`src/verilog/swr_pkg.sv`:
```
package swr_pkg;

  // ---------------------------------------------------------------
  // rom function command codes
  // ---------------------------------------------------------------
  localparam logic [7:0] CMD_READ_ROM = 8'h33;
  localparam logic [7:0] CMD_MATCH_ROM = 8'h55;
  localparam logic [7:0] CMD_SEARCH_ROM = 8'hF0;
  localparam logic [7:0] CMD_SKIP_ROM = 8'hCC;
  localparam logic [7:0] CMD_RESUME = 8'hA5;
  localparam logic [7:0] CMD_OD_SKIP = 8'h3C;
  localparam logic [7:0] CMD_OD_MATCH = 8'h69;

  localparam int ID_BITS = 64;
  localparam int CMD_BITS = 8;

  // ---------------------------------------------------------------
  // timing in ns and derived cycle counts at 125 MHz
  // ---------------------------------------------------------------
  localparam int CLK_PERIOD_NS = 8;
  localparam int RST_STD_NS = 120000;
  localparam int RST_OD_NS = 16000;
  localparam int RST_LONG_NS = 480000;
  localparam int SAMPLE_STD_NS = 30000;
  localparam int SAMPLE_OD_NS = 3000;
  localparam int HOLD0_STD_NS = 45000;
  localparam int HOLD0_OD_NS = 5000;
  localparam int PRES_WAIT_STD_NS = 30000;
  localparam int PRES_WAIT_OD_NS = 3000;
  localparam int PRES_LOW_STD_NS = 120000;
  localparam int PRES_LOW_OD_NS = 12000;

  localparam int RST_STD_CYC = (RST_STD_NS + CLK_PERIOD_NS - 1) / CLK_PERIOD_NS;
  localparam int RST_OD_CYC = (RST_OD_NS + CLK_PERIOD_NS - 1) / CLK_PERIOD_NS;
  localparam int RST_LONG_CYC = (RST_LONG_NS + CLK_PERIOD_NS - 1) / CLK_PERIOD_NS;
  localparam int SAMPLE_STD_CYC = SAMPLE_STD_NS / CLK_PERIOD_NS;
  localparam int SAMPLE_OD_CYC = SAMPLE_OD_NS / CLK_PERIOD_NS;
  localparam int HOLD0_STD_CYC = HOLD0_STD_NS / CLK_PERIOD_NS;
  localparam int HOLD0_OD_CYC = HOLD0_OD_NS / CLK_PERIOD_NS;
  localparam int PRES_WAIT_STD_CYC = PRES_WAIT_STD_NS / CLK_PERIOD_NS;
  localparam int PRES_WAIT_OD_CYC = PRES_WAIT_OD_NS / CLK_PERIOD_NS;
  localparam int PRES_LOW_STD_CYC = PRES_LOW_STD_NS / CLK_PERIOD_NS;
  localparam int PRES_LOW_OD_CYC = PRES_LOW_OD_NS / CLK_PERIOD_NS;

  localparam int TMR_W = 17;
  localparam logic [TMR_W-1:0] TMR_MAX = 17'h1FFFF;

  typedef enum logic [7:0] {
    SWR_IDLE = 8'h01,
    SWR_CMD = 8'h02,
    SWR_MATCH = 8'h04,
    SWR_SEARCH = 8'h08,
    SWR_READ_ID = 8'h10,
    SWR_SELECTED = 8'h20,
    SWR_IGNORE = 8'h40,
    SWR_PRESENCE = 8'h80
  } swr_state_t;

  // search triplet phase
  typedef enum logic [2:0] {
    SWR_TRI_TRUE = 3'h1,
    SWR_TRI_COMP = 3'h2,
    SWR_TRI_DIR = 3'h4
  } swr_tri_t;

  typedef struct packed {
    logic selected;
    logic resume_flag;
    logic overdrive_flag;
  } swr_status_t;

endpackage

```
`src/verilog/swr_rom_layer.sv`:
```
// Behaviour
// - match rom compares 64 id bits, else silent
// - search walks id lsb first in triplets
// - drive true bit then complement bit
// - third slot mismatch drops out of search
// - skip rom selects without id
// - resume selects when resume flag set
// - resume flag set by match or search success
// - other device selected clears resume flag
// - overdrive skip sets overdrive flag, selects
// - long reset clears overdrive flag
// - overdrive match sets flag on exact match
// - overdrive flag kept during later overdrive match
// - only self falling edge is presence pulse
// - wait after reset release then presence low
// - one bit per time slot
// - falling edge starts slot timer
// - read zero held low by timer, one released
// - rom commands are eight bits after presence
// - read rom sends the 64-bit id
// - low beyond reset time is a reset
module swr_rom_layer (
  input wire logic clk_sys_in,
  input wire logic rst_n_in,
  input wire logic line_in,
  output logic line_out,
  output logic line_oe_out,
  input wire logic [63:0] rom_id_in,
  output logic selected_out,
  output logic slot_strobe_out,
  output logic slot_bit_out,
  output logic reset_seen_out,
  output swr_pkg::swr_status_t status_out
);

  // ---------------------------------------------------------------
  // line synchroniser and edge detect
  // ---------------------------------------------------------------
  logic sync1_reg, sync2_reg, line_prev_reg;
  logic fall, rise;

  always_ff @(posedge clk_sys_in) begin
    if (!rst_n_in) begin
      sync1_reg <= 1'b1;
      sync2_reg <= 1'b1;
      line_prev_reg <= 1'b1;
    end else begin
      sync1_reg <= line_in;
      sync2_reg <= sync1_reg;
      line_prev_reg <= sync2_reg;
    end
  end

  assign fall = line_prev_reg & ~sync2_reg;
  assign rise = ~line_prev_reg & sync2_reg;

  // ---------------------------------------------------------------
  // state and flags
  // ---------------------------------------------------------------
  swr_pkg::swr_state_t state_reg;
  swr_pkg::swr_tri_t tri_reg;
  logic [swr_pkg::TMR_W-1:0] tmr_reg, low_reg;
  logic [7:0] cmd_reg;
  logic [6:0] idx_reg;
  logic [2:0] cmd_cnt_reg;
  logic match_ok_reg, od_match_reg, resume_reg, od_reg, pres_wait_reg;
  logic tx_bit_reg, tx_act_reg, drive_reg, sampled_reg, strobe_reg, bit_reg, rst_pulse_reg;
  logic id_bit, bus_reset, long_reset, sample_now, release_now, pres_done;

  function automatic logic [swr_pkg::TMR_W-1:0] cyc(input int n);
    cyc = n[swr_pkg::TMR_W-1:0];
  endfunction

  assign id_bit = rom_id_in[idx_reg[5:0]];
  // low-time measured while line held low; own pulldown never counts as a reset
  assign bus_reset = ~sync2_reg & ~drive_reg &
    (low_reg == cyc(od_reg ? swr_pkg::RST_OD_CYC : swr_pkg::RST_STD_CYC));
  assign long_reset = rise & (low_reg >= cyc(swr_pkg::RST_LONG_CYC));
  assign sample_now = (tmr_reg == cyc(od_reg ? swr_pkg::SAMPLE_OD_CYC
                                             : swr_pkg::SAMPLE_STD_CYC));
  assign release_now = (tmr_reg == cyc(od_reg ? swr_pkg::HOLD0_OD_CYC
                                              : swr_pkg::HOLD0_STD_CYC));
  assign pres_done = (tmr_reg >= cyc(od_reg ? swr_pkg::PRES_LOW_OD_CYC
                                            : swr_pkg::PRES_LOW_STD_CYC));

  // ---------------------------------------------------------------
  // low-time and slot timers
  // ---------------------------------------------------------------
  always_ff @(posedge clk_sys_in) begin
    if (!rst_n_in) begin
      low_reg <= '0;
    end else if (sync2_reg) begin
      low_reg <= '0;
    end else if (low_reg != swr_pkg::TMR_MAX) begin
      low_reg <= low_reg + cyc(1);
    end
  end

  always_ff @(posedge clk_sys_in) begin
    if (!rst_n_in) begin
      tmr_reg <= '0;
    end else if (fall || (rise && state_reg == swr_pkg::SWR_PRESENCE)) begin
      tmr_reg <= cyc(1);
    end else if (tmr_reg != swr_pkg::TMR_MAX) begin
      tmr_reg <= tmr_reg + cyc(1);
    end
  end

  // ---------------------------------------------------------------
  // slot sampling, one bit per slot
  // ---------------------------------------------------------------
  always_ff @(posedge clk_sys_in) begin
    if (!rst_n_in) begin
      sampled_reg <= 1'b1;
      strobe_reg <= 1'b0;
      bit_reg <= 1'b0;
    end else begin
      strobe_reg <= 1'b0;
      if (fall) begin
        sampled_reg <= 1'b0;
      end else if (sample_now && !sampled_reg && state_reg != swr_pkg::SWR_PRESENCE) begin
        sampled_reg <= 1'b1;
        strobe_reg <= 1'b1;
        bit_reg <= sync2_reg;
      end
    end
  end

  // ---------------------------------------------------------------
  // line driver: read data zero and presence pulse
  // ---------------------------------------------------------------
  always_ff @(posedge clk_sys_in) begin
    if (!rst_n_in) begin
      drive_reg <= 1'b0;
    end else if (state_reg == swr_pkg::SWR_PRESENCE) begin
      drive_reg <= ~pres_wait_reg & ~pres_done;
    end else if (fall && tx_act_reg && !tx_bit_reg) begin
      drive_reg <= 1'b1;
    end else if (release_now || bus_reset) begin
      drive_reg <= 1'b0;
    end
  end

  // ---------------------------------------------------------------
  // rom function layer
  // ---------------------------------------------------------------
  always_ff @(posedge clk_sys_in) begin
    if (!rst_n_in) begin
      state_reg <= swr_pkg::SWR_IDLE;
      tri_reg <= swr_pkg::SWR_TRI_TRUE;
      cmd_reg <= '0;
      cmd_cnt_reg <= '0;
      idx_reg <= '0;
      match_ok_reg <= 1'b0;
      od_match_reg <= 1'b0;
      pres_wait_reg <= 1'b0;
      tx_act_reg <= 1'b0;
      tx_bit_reg <= 1'b1;
      rst_pulse_reg <= 1'b0;
    end else begin
      rst_pulse_reg <= 1'b0;
      if (bus_reset) begin
        state_reg <= swr_pkg::SWR_PRESENCE;
        pres_wait_reg <= 1'b1;
        tx_act_reg <= 1'b0;
        rst_pulse_reg <= 1'b1;
      end else begin
        unique case (state_reg)
          swr_pkg::SWR_PRESENCE: begin
            // wait counted from the rise, not from the reset pulse
            if (pres_wait_reg && sync2_reg && !rise &&
                tmr_reg >= cyc(od_reg ? swr_pkg::PRES_WAIT_OD_CYC
                                      : swr_pkg::PRES_WAIT_STD_CYC)) begin
              pres_wait_reg <= 1'b0;
            end else if (!pres_wait_reg && pres_done) begin
              state_reg <= swr_pkg::SWR_CMD;
              cmd_cnt_reg <= '0;
            end
          end
          swr_pkg::SWR_CMD: begin
            if (strobe_reg) begin
              cmd_reg <= {bit_reg, cmd_reg[7:1]};
              cmd_cnt_reg <= cmd_cnt_reg + 3'h1;
              if (cmd_cnt_reg == 3'h7) begin
                idx_reg <= '0;
                match_ok_reg <= 1'b1;
                tri_reg <= swr_pkg::SWR_TRI_TRUE;
                od_match_reg <= 1'b0;
                unique case ({bit_reg, cmd_reg[7:1]})
                  swr_pkg::CMD_MATCH_ROM: state_reg <= swr_pkg::SWR_MATCH;
                  swr_pkg::CMD_OD_MATCH: begin
                    state_reg <= swr_pkg::SWR_MATCH;
                    od_match_reg <= 1'b1;
                  end
                  swr_pkg::CMD_SEARCH_ROM: begin
                    state_reg <= swr_pkg::SWR_SEARCH;
                    tx_act_reg <= 1'b1;
                    tx_bit_reg <= rom_id_in[0];
                  end
                  swr_pkg::CMD_READ_ROM: begin
                    state_reg <= swr_pkg::SWR_READ_ID;
                    tx_act_reg <= 1'b1;
                    tx_bit_reg <= rom_id_in[0];
                  end
                  swr_pkg::CMD_SKIP_ROM,
                  swr_pkg::CMD_OD_SKIP: state_reg <= swr_pkg::SWR_SELECTED;
                  swr_pkg::CMD_RESUME: begin
                    state_reg <= resume_reg ? swr_pkg::SWR_SELECTED
                                            : swr_pkg::SWR_IGNORE;
                  end
                  default: state_reg <= swr_pkg::SWR_IGNORE;
                endcase
              end
            end
          end
          swr_pkg::SWR_MATCH: begin
            if (strobe_reg) begin
              idx_reg <= idx_reg + 7'h01;
              if (idx_reg == 7'(swr_pkg::ID_BITS - 1)) begin
                state_reg <= (match_ok_reg && bit_reg == id_bit) ? swr_pkg::SWR_SELECTED
                                                                 : swr_pkg::SWR_IGNORE;
              end else if (bit_reg != id_bit) begin
                match_ok_reg <= 1'b0;
              end
            end
          end
          swr_pkg::SWR_SEARCH: begin
            if (strobe_reg) begin
              unique case (tri_reg)
                swr_pkg::SWR_TRI_TRUE: begin
                  tri_reg <= swr_pkg::SWR_TRI_COMP;
                  tx_bit_reg <= ~id_bit;
                end
                swr_pkg::SWR_TRI_COMP: begin
                  tri_reg <= swr_pkg::SWR_TRI_DIR;
                  tx_act_reg <= 1'b0;
                end
                swr_pkg::SWR_TRI_DIR: begin
                  tri_reg <= swr_pkg::SWR_TRI_TRUE;
                  if (bit_reg != id_bit) begin
                    state_reg <= swr_pkg::SWR_IGNORE;
                    match_ok_reg <= 1'b0;
                  end else if (idx_reg == 7'(swr_pkg::ID_BITS - 1)) begin
                    state_reg <= swr_pkg::SWR_SELECTED;
                  end else begin
                    idx_reg <= idx_reg + 7'h01;
                    tx_act_reg <= 1'b1;
                    tx_bit_reg <= rom_id_in[idx_reg[5:0] + 6'h01];
                  end
                end
              endcase
            end
          end
          swr_pkg::SWR_READ_ID: begin
            if (strobe_reg) begin
              if (idx_reg == 7'(swr_pkg::ID_BITS - 1)) begin
                state_reg <= swr_pkg::SWR_SELECTED;
                tx_act_reg <= 1'b0;
              end else begin
                idx_reg <= idx_reg + 7'h01;
                tx_bit_reg <= rom_id_in[idx_reg[5:0] + 6'h01];
              end
            end
          end
          swr_pkg::SWR_SELECTED,
          swr_pkg::SWR_IGNORE,
          swr_pkg::SWR_IDLE: begin
            tx_act_reg <= 1'b0;
          end
        endcase
      end
    end
  end

  // ---------------------------------------------------------------
  // resume and overdrive flags
  // ---------------------------------------------------------------
  always_ff @(posedge clk_sys_in) begin
    if (!rst_n_in) begin
      resume_reg <= 1'b0;
    end else if (strobe_reg && state_reg == swr_pkg::SWR_MATCH &&
                 idx_reg == 7'(swr_pkg::ID_BITS - 1)) begin
      resume_reg <= match_ok_reg && bit_reg == id_bit;
    end else if (strobe_reg && state_reg == swr_pkg::SWR_SEARCH &&
                 tri_reg == swr_pkg::SWR_TRI_DIR) begin
      if (bit_reg != id_bit) begin
        resume_reg <= 1'b0;
      end else if (idx_reg == 7'(swr_pkg::ID_BITS - 1)) begin
        resume_reg <= 1'b1;
      end
    end else if (strobe_reg && state_reg == swr_pkg::SWR_CMD && cmd_cnt_reg == 3'h7 &&
                 ({bit_reg, cmd_reg[7:1]} == swr_pkg::CMD_SKIP_ROM ||
                  {bit_reg, cmd_reg[7:1]} == swr_pkg::CMD_OD_SKIP)) begin
      resume_reg <= 1'b0;
    end
  end

  always_ff @(posedge clk_sys_in) begin
    if (!rst_n_in) begin
      od_reg <= 1'b0;
    end else if (long_reset) begin
      od_reg <= 1'b0;
    end else if (strobe_reg && state_reg == swr_pkg::SWR_CMD && cmd_cnt_reg == 3'h7 &&
                 {bit_reg, cmd_reg[7:1]} == swr_pkg::CMD_OD_SKIP) begin
      od_reg <= 1'b1;
    end else if (strobe_reg && state_reg == swr_pkg::SWR_MATCH && od_match_reg &&
                 idx_reg == 7'(swr_pkg::ID_BITS - 1) && match_ok_reg && bit_reg == id_bit) begin
      od_reg <= 1'b1;
    end
  end

  // ---------------------------------------------------------------
  // outputs
  // ---------------------------------------------------------------
  always_ff @(posedge clk_sys_in) begin
    if (!rst_n_in) begin
      selected_out <= 1'b0;
      slot_strobe_out <= 1'b0;
      slot_bit_out <= 1'b0;
      reset_seen_out <= 1'b0;
      status_out <= '0;
    end else begin
      selected_out <= (state_reg == swr_pkg::SWR_SELECTED);
      slot_strobe_out <= strobe_reg & (state_reg == swr_pkg::SWR_SELECTED);
      slot_bit_out <= bit_reg;
      reset_seen_out <= rst_pulse_reg;
      status_out <= '{selected: state_reg == swr_pkg::SWR_SELECTED,
                      resume_flag: resume_reg, overdrive_flag: od_reg};
    end
  end

  assign line_out = 1'b0;
  assign line_oe_out = drive_reg;

endmodule

```
`config.mk`:
```
export PLATFORM = sky130hd
export DESIGN_NAME = swr_rom_layer
export DESIGN_NICKNAME = d
export VERILOG_FILES = /design/src/verilog/swr_pkg.sv /design/src/verilog/swr_rom_layer.sv
export SDC_FILE = /design/constraint.sdc
export NUM_CORES = 1
export LEC_CHECK = 0
export ABC_AREA = 1
export BUFFER_PORTS_ARGS = -buffer_cell sky130_fd_sc_hd__buf_2
export CAP_MARGIN = 25
export CELL_PAD_IN_SITES_DETAIL_PLACEMENT = 0
export CELL_PAD_IN_SITES_GLOBAL_PLACEMENT = 1
export CORE_UTILIZATION = 36
export DETAILED_ROUTE_END_ITERATION = 6
export PLACE_DENSITY = 0.74
export SYNTH_ARGS = -nofsm -noshare
export SYNTH_HDL_FRONTEND = slang
export SYNTH_SLANG_ARGS = --single-unit
```
`constraint.sdc`:
```
create_clock -name clk_sys_in -period 6.63 [get_ports clk_sys_in]
set_clock_uncertainty 0.2 [all_clocks]
set_input_delay 0.3315 -clock clk_sys_in [delete_from_list [all_inputs] [get_ports clk_sys_in]]
set_output_delay 0.3315 -clock clk_sys_in [all_outputs]
set_load 0.005 [all_outputs]
```
==> results of run 1 <==
==> cells in the final DEF, fill, tap and decap left out, types with 3 or more instances in the layout <==
| master | netlist | layout |
|---|---|---|
| a211oi_1 | 3 | 3 |
| a21oi_1 | 52 | 52 |
| a31o_2 | 3 | 3 |
| a31oi_1 | 3 | 3 |
| and3_1 | 3 | 3 |
| buf_2 | 8 | 74 |
| clkbuf_16 | 0 | 9 |
| dfxtp_1 | 83 | 82 |
| ha_1 | 22 | 22 |
| inv_1 | 102 | 102 |
| inv_2 | 10 | 10 |
| nand2_1 | 205 | 205 |
| nand2_2 | 6 | 6 |
| nand3_1 | 107 | 107 |
| nand4_1 | 20 | 20 |
| nor2_1 | 135 | 135 |
| nor2_2 | 5 | 5 |
| nor3_1 | 33 | 33 |
| nor3b_1 | 3 | 3 |
| nor4_1 | 13 | 13 |
| nor4_4 | 3 | 3 |
| o211ai_1 | 18 | 18 |
| o21ai_0 | 68 | 68 |
| o21ai_1 | 5 | 5 |
| o21ai_2 | 3 | 3 |
| or2_2 | 3 | 3 |
| xor2_1 | 7 | 7 |
==> worst paths after layout <==
kind | from | to | slack, ps | cells after the start
min | sync1_reg | sync2_reg | 210 | 1
max reg2reg | idx_reg[0] | idx_reg[1] | 3310 | 19
min reg2reg | sync1_reg | sync2_reg | 210 | 1
max | idx_reg[0] | idx_reg[1] | 3310 | 19
==> metal layers <==
| layer | global-route usage [%] | wire [um] |
|---|---|---|
| met4 | 4.91 | 189 |
| met2 | 34.4 | 8220 |
| met5 | 0 | 0 |
| met3 | 3.90 | 628 |
| met1 | 27.6 | 8680 |
==> area by class of cell <==
cell class                      count  share of cell area, %
Multi-Input combinational cell    742                   55.3
Clock inverter                      6                  0.933
Tap cell                          220                   4.02
Sequential cell                    83                   24.3
Timing Repair Buffer               76                   5.67
Inverter                          114                   6.29
Clock buffer                       10                   3.49
==> through the flow <==
| stage | hold slack (ps) | cells | total power [W] |
|---|---|---|---|
| 2_1_floorplan | 190 | 973 | 0.000550 |
| 3_3_place_gp | 194 | 1234 | 0.000587 |
| 3_5_place_dp | 197 | 1234 | 0.000586 |
| 4_1_cts | 215 | 1251 | 0.00111 |
| 5_1_grt | 224 | 1251 | 0.00114 |
| 6_report | 212 | 1251 | 0.00109 |
==> cells by family after synthesis <==
kind of cell	Yosys count	share of synthesized area (%)
other	1	0.0620
xor gates and xnor gates	9	1.61
and+or+nand+nor	543	40.5
buffers and inverters	148	10.0
DFF	83	27.5
AOI/OAI and AO/OA	167	15.8
adders and majority gates	22	4.55
==> Yosys cell counts (all sizes together) (2+ instances only) <==
cell / instances / share of area (%)
buf: 18 / 1.9
inv: 113 / 7.1
nor2: 140 / 8.9
nand4: 22 / 2.5
a21oi: 52 / 4.3
clkbuf: 16 / 0.99
a221oi: 2 / 0.29
nor3: 33 / 2.7
or2: 3 / 0.31
o21a: 2 / 0.25
dfxtp: 83 / 27
xor2: 8 / 1.5
o21ai: 76 / 6.5
o211ai: 18 / 2.2
a31o: 3 / 0.43
and3: 3 / 0.31
nor4: 17 / 2.6
nor3b: 3 / 0.37
ha: 22 / 4.5
nand2: 212 / 14
nand3: 109 / 9.2
a211oi: 4 / 0.58
a31oi: 3 / 0.31
==> report_power, final <==
part	switching, W	internal (W)
sequential	0.00000244	0.000501
clock	0.000216	0.000302
combinational	0.0000417	0.0000296
total	0.000260	0.000833
==> worst max-delay path, stage by stage (launching register included) <==
cell and delay (ps):
dfxtp_2 310, buf_4 300, inv_2 790, nand2_1 100, nand3_1 110, nand3_1 90
nand2_1 140, nand2_1 60, nand3_1 90, nand3_2 100, nand2_1 80, nand2_1 70
nand2_2 150, inv_2 50, nand2_2 80, nand2_4 80, inv_4 130, nand2_1 60
o21ai_1 70, nor2_1 50
==> impl_metrics.csv, run 1 <==
group,metric,value,unit
status,status,"finished, final reports clean",
final_layout,fin_area,0.00684,mm2
sta,slew_headroom,31.9,%
sta,min_period,3320,ps
synth,synth-edff-count,0,
synth,synth_flop_cell,"dfxtp_1",
grt,grt_pass1_wl,29.4,mm
clocking,cts_root_buffer,"clkbuf_16",
drt,wl_per_cell,14.2,um
place,numPortBuffers,74,
sta,finalCritPeriodShare,50.1,%
final_layout,ff_latch_area,0.00166,mm2
worst_hold_path,min_path_type,"reg -> reg",
clocking,cts_setup_buffers,0,
sta,rsz0062_at_grt,"no",
clocking,numCtsBuffers,9,
clocking,clk_pin_slew_worst_paths,60,ps
synth,ys_ff_latch,83,
floorplanning,die_w,132,um
sta,slew_viol_final,0,
place,dp_slack,3360,ps
final_layout,multiInputGateArea,0.00378,mm2
final_layout,antenna_cells,0,
worst_setup_path,required,6640,ps
sta,final.setup.worst_slack,3310,ps
drt,drt-total-wl,17.7,mm
synth,yosysWarnings,0,
synth,synth_cell_type_count,50,
clocking,cts_resized,0,
drt,drtAntennaViolNets,0,
floorplanning,rows,47,
worst_setup_path,crit_fanout,68,
flow_run,drv_cap,0,
place,dp.final_hpwl,13.3,mm
power,power_density,160,mW/mm2
drt,vias,6388,
synth,synth_area,0.00605,mm2
place,gp_congestion,0.902,
floorplanning,initial_core_util,36.6,%
worst_setup_path,crit_path_end_kind,"flop",
grt,grt_antenna_before_repair,0,
power,p_leak,2.94,nW
floorplanning,die_area,0.0173,mm2
sta,worstMarginPinSlew,1020,ps
power,vdd_drop_max,132,uV
synth,synth.avg_cell_area,6.22,um2
final_layout,drive_above_1_share,13.0,%
clocking,cts.sinks,83,
synth,synth_cells,973,
worst_setup_path,crit_path_start_kind,"flop",
final_layout,postLayoutCoreUtil,41.4,%
clocking,cts_hold_buf,1,
place,postPlaceCellArea,0.00653,mm2
clocking,cts_tree,"built",
synth,async_reset_ff_share,0,%
sta,hold_violations,0,
floorplanning,core_area,0.0165,mm2
synth,syn_nets,1062,
clocking,cts_max_level,3,
clocking,insertion_delay,350,ps
final_layout,fillers,1835,
synth,seq_area_frac_synth,27.5,%
final_layout,area_growth,13.1,%
worst_setup_path,worstPathArrival,3340,ps
grt,grt_pass1_vias,5925,
drt,drtIter0Drc,304,
clocking,clockBufferDepth,2,
sta,fin_tns_setup,0,ps
final_layout,nets,1115,
grt,overflow,0,
floorplanning,ioPinCount,76,
sta,fmax,301,MHz
drt,via_per_inst,5.11,
drt,drc_errors,0,
grt,grt_usage,20.7,%
floorplanning,die_h,132,um
grt,grt_max_degree,69,
worst_setup_path,timing_worst_setup_path_type,"reg -> reg",
drt,drt_pass1_iterations,5,
sta,setup_viol,0,
Note: power is estimated with default switching activity, not from simulation.
==> inputs of run 2 (changes only) <==
Settings changed: PLACE_DENSITY 0.74 to 0.77.
Clock period 6.63 ns to 3 ns, I/O delays scaled along.
==> run 2 against run 1 <==
  * Register-to-register slack worse by 3000 ps
  * Maximum frequency is 22% higher
  * Total power up 110%
  * First-iteration DRC count up 6.6%
  * Non-clock buffer count increased by 18
  * Die area unchanged
  * Worst setup slack got worse by 3000 ps
  * Critical endpoint is now low_reg[15]
  * Largest cell class unchanged
==> impl_metrics.csv, run 2 (synthesized netlist as in run 1, its figures left out) <==
group,metric,value,unit
floorplanning,core_area,0.0165,mm2
drt,drtAntennaViolNets,0,
grt,grt_antenna_before_repair,0,
drt,vias,6520,
clocking,clk_pin_slew_worst_paths,60,ps
power,power,0.00233,W
final_layout,drive_above_1_share,14.5,%
worst_hold_path,hold_start,"rom_id_in[0]",
grt,grt_pass1_wl,30.5,mm
place,numPortBuffers,74,
worst_hold_path,hold_path_end,"tx_bit_reg",
worst_setup_path,crit_path_end_kind,"flop",
floorplanning,die_area,0.0173,mm2
worst_setup_path,r2r_end,"low_reg[15]",
final_layout,layout_commonest_cell,"nand2_1",
drt,drc_errors,0,
worst_setup_path,timing_worst_setup_path_type,"reg -> reg",
clocking,insertion_delay,350,ps
sta,fin_tns_setup,0,ps
final_layout,final_cell_mix,"nand2_1 (205), nor2_1 (135), nand3_1 (107)",
flow_run,drv_cap,0,
power,p_leak,3.03,nW
final_layout,fillers,1801,
final_layout,multiInputGateArea,0.00379,mm2
worst_setup_path,crit_fanout,3,
place,dp.final_hpwl,13.6,mm
final_layout,area_growth,15.4,%
sta,slew_headroom,54.5,%
final_layout,ff_latch_area,0.00166,mm2
grt,grt_pass1_vias,6347,
sta,setup_viol,0,
clocking,numCtsBuffers,9,
floorplanning,die_h,132,um
final_layout,antenna_cells,0,
floorplanning,rows,47,
power,clkPwrFrac,45.3,%
worst_setup_path,worstPathArrival,2750,ps
grt,grt_usage,21.6,%
power,intPower,0.00178,W
power,pwr-share-seq,47.8,%
grt,overflow,0,
clocking,cts_root_buffer,"clkbuf_16",
floorplanning,die_w,132,um
drt,via_per_inst,5.14,
sta,finalCritPeriodShare,90.4,%
clocking,cts.sinks,83,
clocking,clockBufferDepth,2,
worst_setup_path,rrSetupSlack,290,ps
worst_setup_path,timing.rr.start,"low_reg[0]",
status,status,"finished, final reports clean",
drt,drt_pass1_iterations,5,
clocking,cts_tree,"built",
worst_setup_path,required,3040,ps
drt,drt-total-wl,17.9,mm
worst_setup_path,reg2reg_depth,16,
sta,hold_violations,0,
floorplanning,ioPinCount,76,
sta,fmax,369,MHz
power,power_density,334,mW/mm2
worst_hold_path,min_path_type,"in -> reg",
sta,min_period,2710,ps
drt,drtIter0Drc,324,
sta,worstMarginPinSlew,681,ps
clocking,cts_max_level,3,
power,pwr-share-comb,6.9,%
clocking,cts_setup_buffers,0,
sta,rsz0062_at_grt,"no",
sta,slew_viol_final,0,
worst_setup_path,crit_path_start_kind,"flop",
drt,wl_per_cell,14.1,um
floorplanning,initial_core_util,36.6,%
power,power_switching,0.000553,W
power,vdd_drop_max,402,uV
final_layout,nets,1133,
power,swShare,23.7,%
grt,grt_max_degree,42,
place,gp_congestion,0.858,
worst_hold_path,holdPathStages,5,
[run 2: worst max-delay path by stage]
stage               startpoint           to  cells past startpoint
floorplan           low_reg[0]  low_reg[15]                     17
global placement    tmr_reg[0]  tmr_reg[15]                     16
detailed placement  low_reg[0]  low_reg[15]                     16
CTS                 tmr_reg[0]  tmr_reg[15]                     16
global route        low_reg[0]  low_reg[15]                     16
finish              low_reg[0]  low_reg[15]                     16
[run 2: stage by stage]
| stage | hold WS [ps] | setup WS [ps] | util (%) | std cells | cell area [um2] |
|---|---|---|---|---|---|
| floorplan | 56.6 | 405 | - | 973 | 6050 |
| global placement | 148 | 320 | 40.5 | 1252 | 6690 |
| detailed placement | 150 | 310 | 40.5 | 1252 | 6690 |
| CTS | 54.0 | 304 | 42.2 | 1268 | 6980 |
| global route | 111 | 11.3 | 42.3 | 1268 | 6980 |
| finish | 53.6 | 287 | 42.3 | 1268 | 6980 |
[run 2: final cells by class]
class                   instances  share of cell area, %
repair buffers                 94                   7.85
well taps                     220                   3.94
clock buffers                  11                   3.62
flip-flops and latches         83                   23.8
clock inverters                 4                  0.376
inverters                     114                   6.16
multi-input cells             742                   54.2
[run 2: timing repair]
action                     in CTS  in global routing
setup endpoints to repair       0                  1
hold endpoints to repair        1                  0
hold buffers                    1                  0
gates resized for setup         0                  1
[run 2: power by group through the flow]
stage	registers (W)	logic [W]	clock network (W)
2_1_floorplan	0.00114	0.0000782	0
3_3_place_gp	0.00114	0.000159	0
3_5_place_dp	0.00114	0.000159	0
4_1_cts	0.00111	0.000161	0.00109
5_1_grt	0.00111	0.000182	0.00114
6_report	0.00111	0.000160	0.00106
[run 2: critical path: stages, from the launching register on]
cell     delay, ps
dfxtp_1        310
ha_1           210
inv_1           70
nor3_1          40
inv_1           70
nor4_1          60
nand2_1         80
nor2_1          50
ha_1           180
nor4_1         430
nand2_1        150
nor2_1         220
nand2_1        110
nor2_1         150
nand2_1         80
o21ai_0        140
a21oi_1         50
[run 2: routing by layer]
layer	wire length [um]	track usage, %	vias up
met2	8260	35.8	151
li1	-	-	3397
met3	711	2.43	24
met5	0	0	-
met4	336	8.01	0
met1	8580	28.7	2948
==> inputs of run 3 (changes only) <==
Clock period 3 ns to 2.43 ns, I/O delays scaled along.
==> run 3 against run 2 <==
  * Register-to-register slack worse by 340 ps
  * Non-clock buffer count is 94 higher
  * Combinational power up 50%
  * First-iteration DRC count grew 19%
  * The run now ends with DRC, setup timing left
  * Sequential power is 23% higher
  * Worst hold slack better by 11 ps
  * Routed wire length increased by 13%
  * Largest power group is now the clock network
  * Die area unchanged
==> impl_metrics.csv, run 3 (synthesized netlist as in run 1, its figures left out) <==
group,metric,value,unit
final_layout,antenna_cells,0,
final_layout,fillers,1654,
grt,grt_pass1_wl,30.2,mm
worst_setup_path,worstPathArrival,2520,ps
clocking,cts_tree,"built",
floorplanning,core_area,0.0165,mm2
floorplanning,die_h,132,um
worst_setup_path,reg2reg_depth,17,
worst_setup_path,crit_fanout,4,
grt,use_met1,28.7,%
grt,grt_usage,21.4,%
sta,hold_ws,65.1,ps
power,vdd_drop_max,374,uV
sta,fmax,403,MHz
power,p_leak,3.76,nW
sta,finalCritPeriodShare,102,%
drt,drt-total-wl,20.2,mm
clocking,numCtsBuffers,9,
sta,min_period,2480,ps
worst_setup_path,timing_worst_setup_path_type,"reg -> reg",
drt,vias,7062,
final_layout,drive_above_1_share,33.3,%
grt,grt_antenna_before_repair,0,
drt,drt_pass1_iterations,7,
sta,rsz0062_at_grt,"yes",
final_layout,nets,1228,
sta,hold_violations,0,
flow_run,drv_cap,0,
drt,drtIter0Drc,386,
place,numPortBuffers,74,
clocking,cts_root_buffer,"clkbuf_16",
sta,final.setup.worst_slack,-52.5,ps
floorplanning,die_area,0.0173,mm2
sta,slew_viol_final,0,
floorplanning,ioPinCount,76,
grt,overflow,0,
final_layout,layout_commonest_cell,"nand2_1",
drt,wl_per_cell,14.8,um
floorplanning,rows,47,
status,violations,"DRC, setup timing",
sta,setup_viol,1,
floorplanning,initial_core_util,36.6,%
worst_setup_path,crit_path_start_kind,"flop",
grt,grt_max_degree,47,
place,dp.final_hpwl,14.0,mm
grt,grt_use_met3,2.70,%
final_layout,area_growth,42.4,%
drt,via_per_inst,5.18,
clocking,cts_max_level,3,
drt,drc_errors,2,
power,power_density,363,mW/mm2
final_layout,final_cell_mix,"nand2_1 (169), nor2_1 (122), buf_4 (92)",
grt,gr-usage-met2,35.0,%
drt,drtAntennaViolNets,0,
place,postPlaceCellArea,0.00718,mm2
place,gp_congestion,0.877,
worst_hold_path,min_path_type,"in -> reg",
clocking,clockBufferDepth,2,
sta,fin_tns_setup,-52.5,ps
floorplanning,die_w,132,um
worst_hold_path,holdPathStages,5,
clocking,clk_pin_slew_worst_paths,60,ps
place,dp_slack,-80.5,ps
final_layout,fin_area,0.00861,mm2
clocking,cts.sinks,83,
grt,grt_pass1_vias,6235,
clocking,insertion_delay,350,ps
worst_setup_path,required,2470,ps
status,status,"complete, but fails checks",
grt,gr-max-usage-layer,"met2",
worst_setup_path,crit_path_end_kind,"flop",
==> run 3: final cells by class <==
class	instances	area, um2	area share [%]
Clock buffer	12	246	2.86
Inverter	114	467	5.42
Multi-Input combinational cell	742	4390	50.9
Sequential cell	83	1680	19.5
Clock inverter	4	73.8	0.857
Timing Repair inverter	1	6.26	0.0726
Tap cell	220	275	3.20
Timing Repair Buffer	188	1480	17.2
==> run 3: report_power, final <==
group | internal (W) | leakage, nW | switching (W) | total [W]
sequential | 0.00137 | 0.674 | 0.00000595 | 0.00137
combinational | 0.000108 | 2.93 | 0.000132 | 0.000240
clock | 0.000930 | 0.157 | 0.000583 | 0.00151
total | 0.00241 | 3.76 | 0.000721 | 0.00313
==> run 3: per-stage QoR <==
step | cells | power, W | utilization (%)
6_report | 1364 | 0.00313 | 52.1
5_1_grt | 1364 | 0.00323 | 52.1
4_1_cts | 1331 | 0.00312 | 45.7
3_5_place_dp | 1313 | 0.00161 | 43.5
3_3_place_gp | 1313 | 0.00161 | 43.5
2_1_floorplan | 973 | 0.00150 | -
==> run 3: path summary, 6_finish.rpt <==
kind,startpoint,end,slack [ps]
hold reg to reg,sync1_reg,sync2_reg,210
setup reg to reg,tmr_reg[8],tmr_reg[15],-50
setup / recovery,tmr_reg[8],tmr_reg[15],-50
hold / removal,rom_id_in[0],tx_bit_reg,70
==> run 3: repair_timing <==
action	4_1_cts	5_1_grt
hold endpoints to repair	2	0
resized for setup	7	174
setup buffers	0	23
cloned	0	10
pin swaps	2	64
hold buffers	2	0
endpoints found under the setup margin	6	42
==> run 3: per-layer routing <==
| layer | wire length (um) | vias to the layer above |
|---|---|---|
| met5 | 0 | - |
| met4 | 384 | 0 |
| met3 | 939 | 32 |
| met2 | 9610 | 185 |
| met1 | 9240 | 3248 |
| li1 | - | 3597 |
==> run 3: critical path: stages (launching register included) <==
cell and delay, ps:
dfxtp_1 350, nand2_2 110, nor3_4 50, nand4_1 70, nor2_1 50, ha_2 190
inv_4 70, nand2_4 50, nor2_4 120, nand4_1 130, nor2_2 160, inv_1 70
nor2_1 120, inv_2 70, nor3_4 200, nand4_1 130, xor2_1 180, nor2_1 60
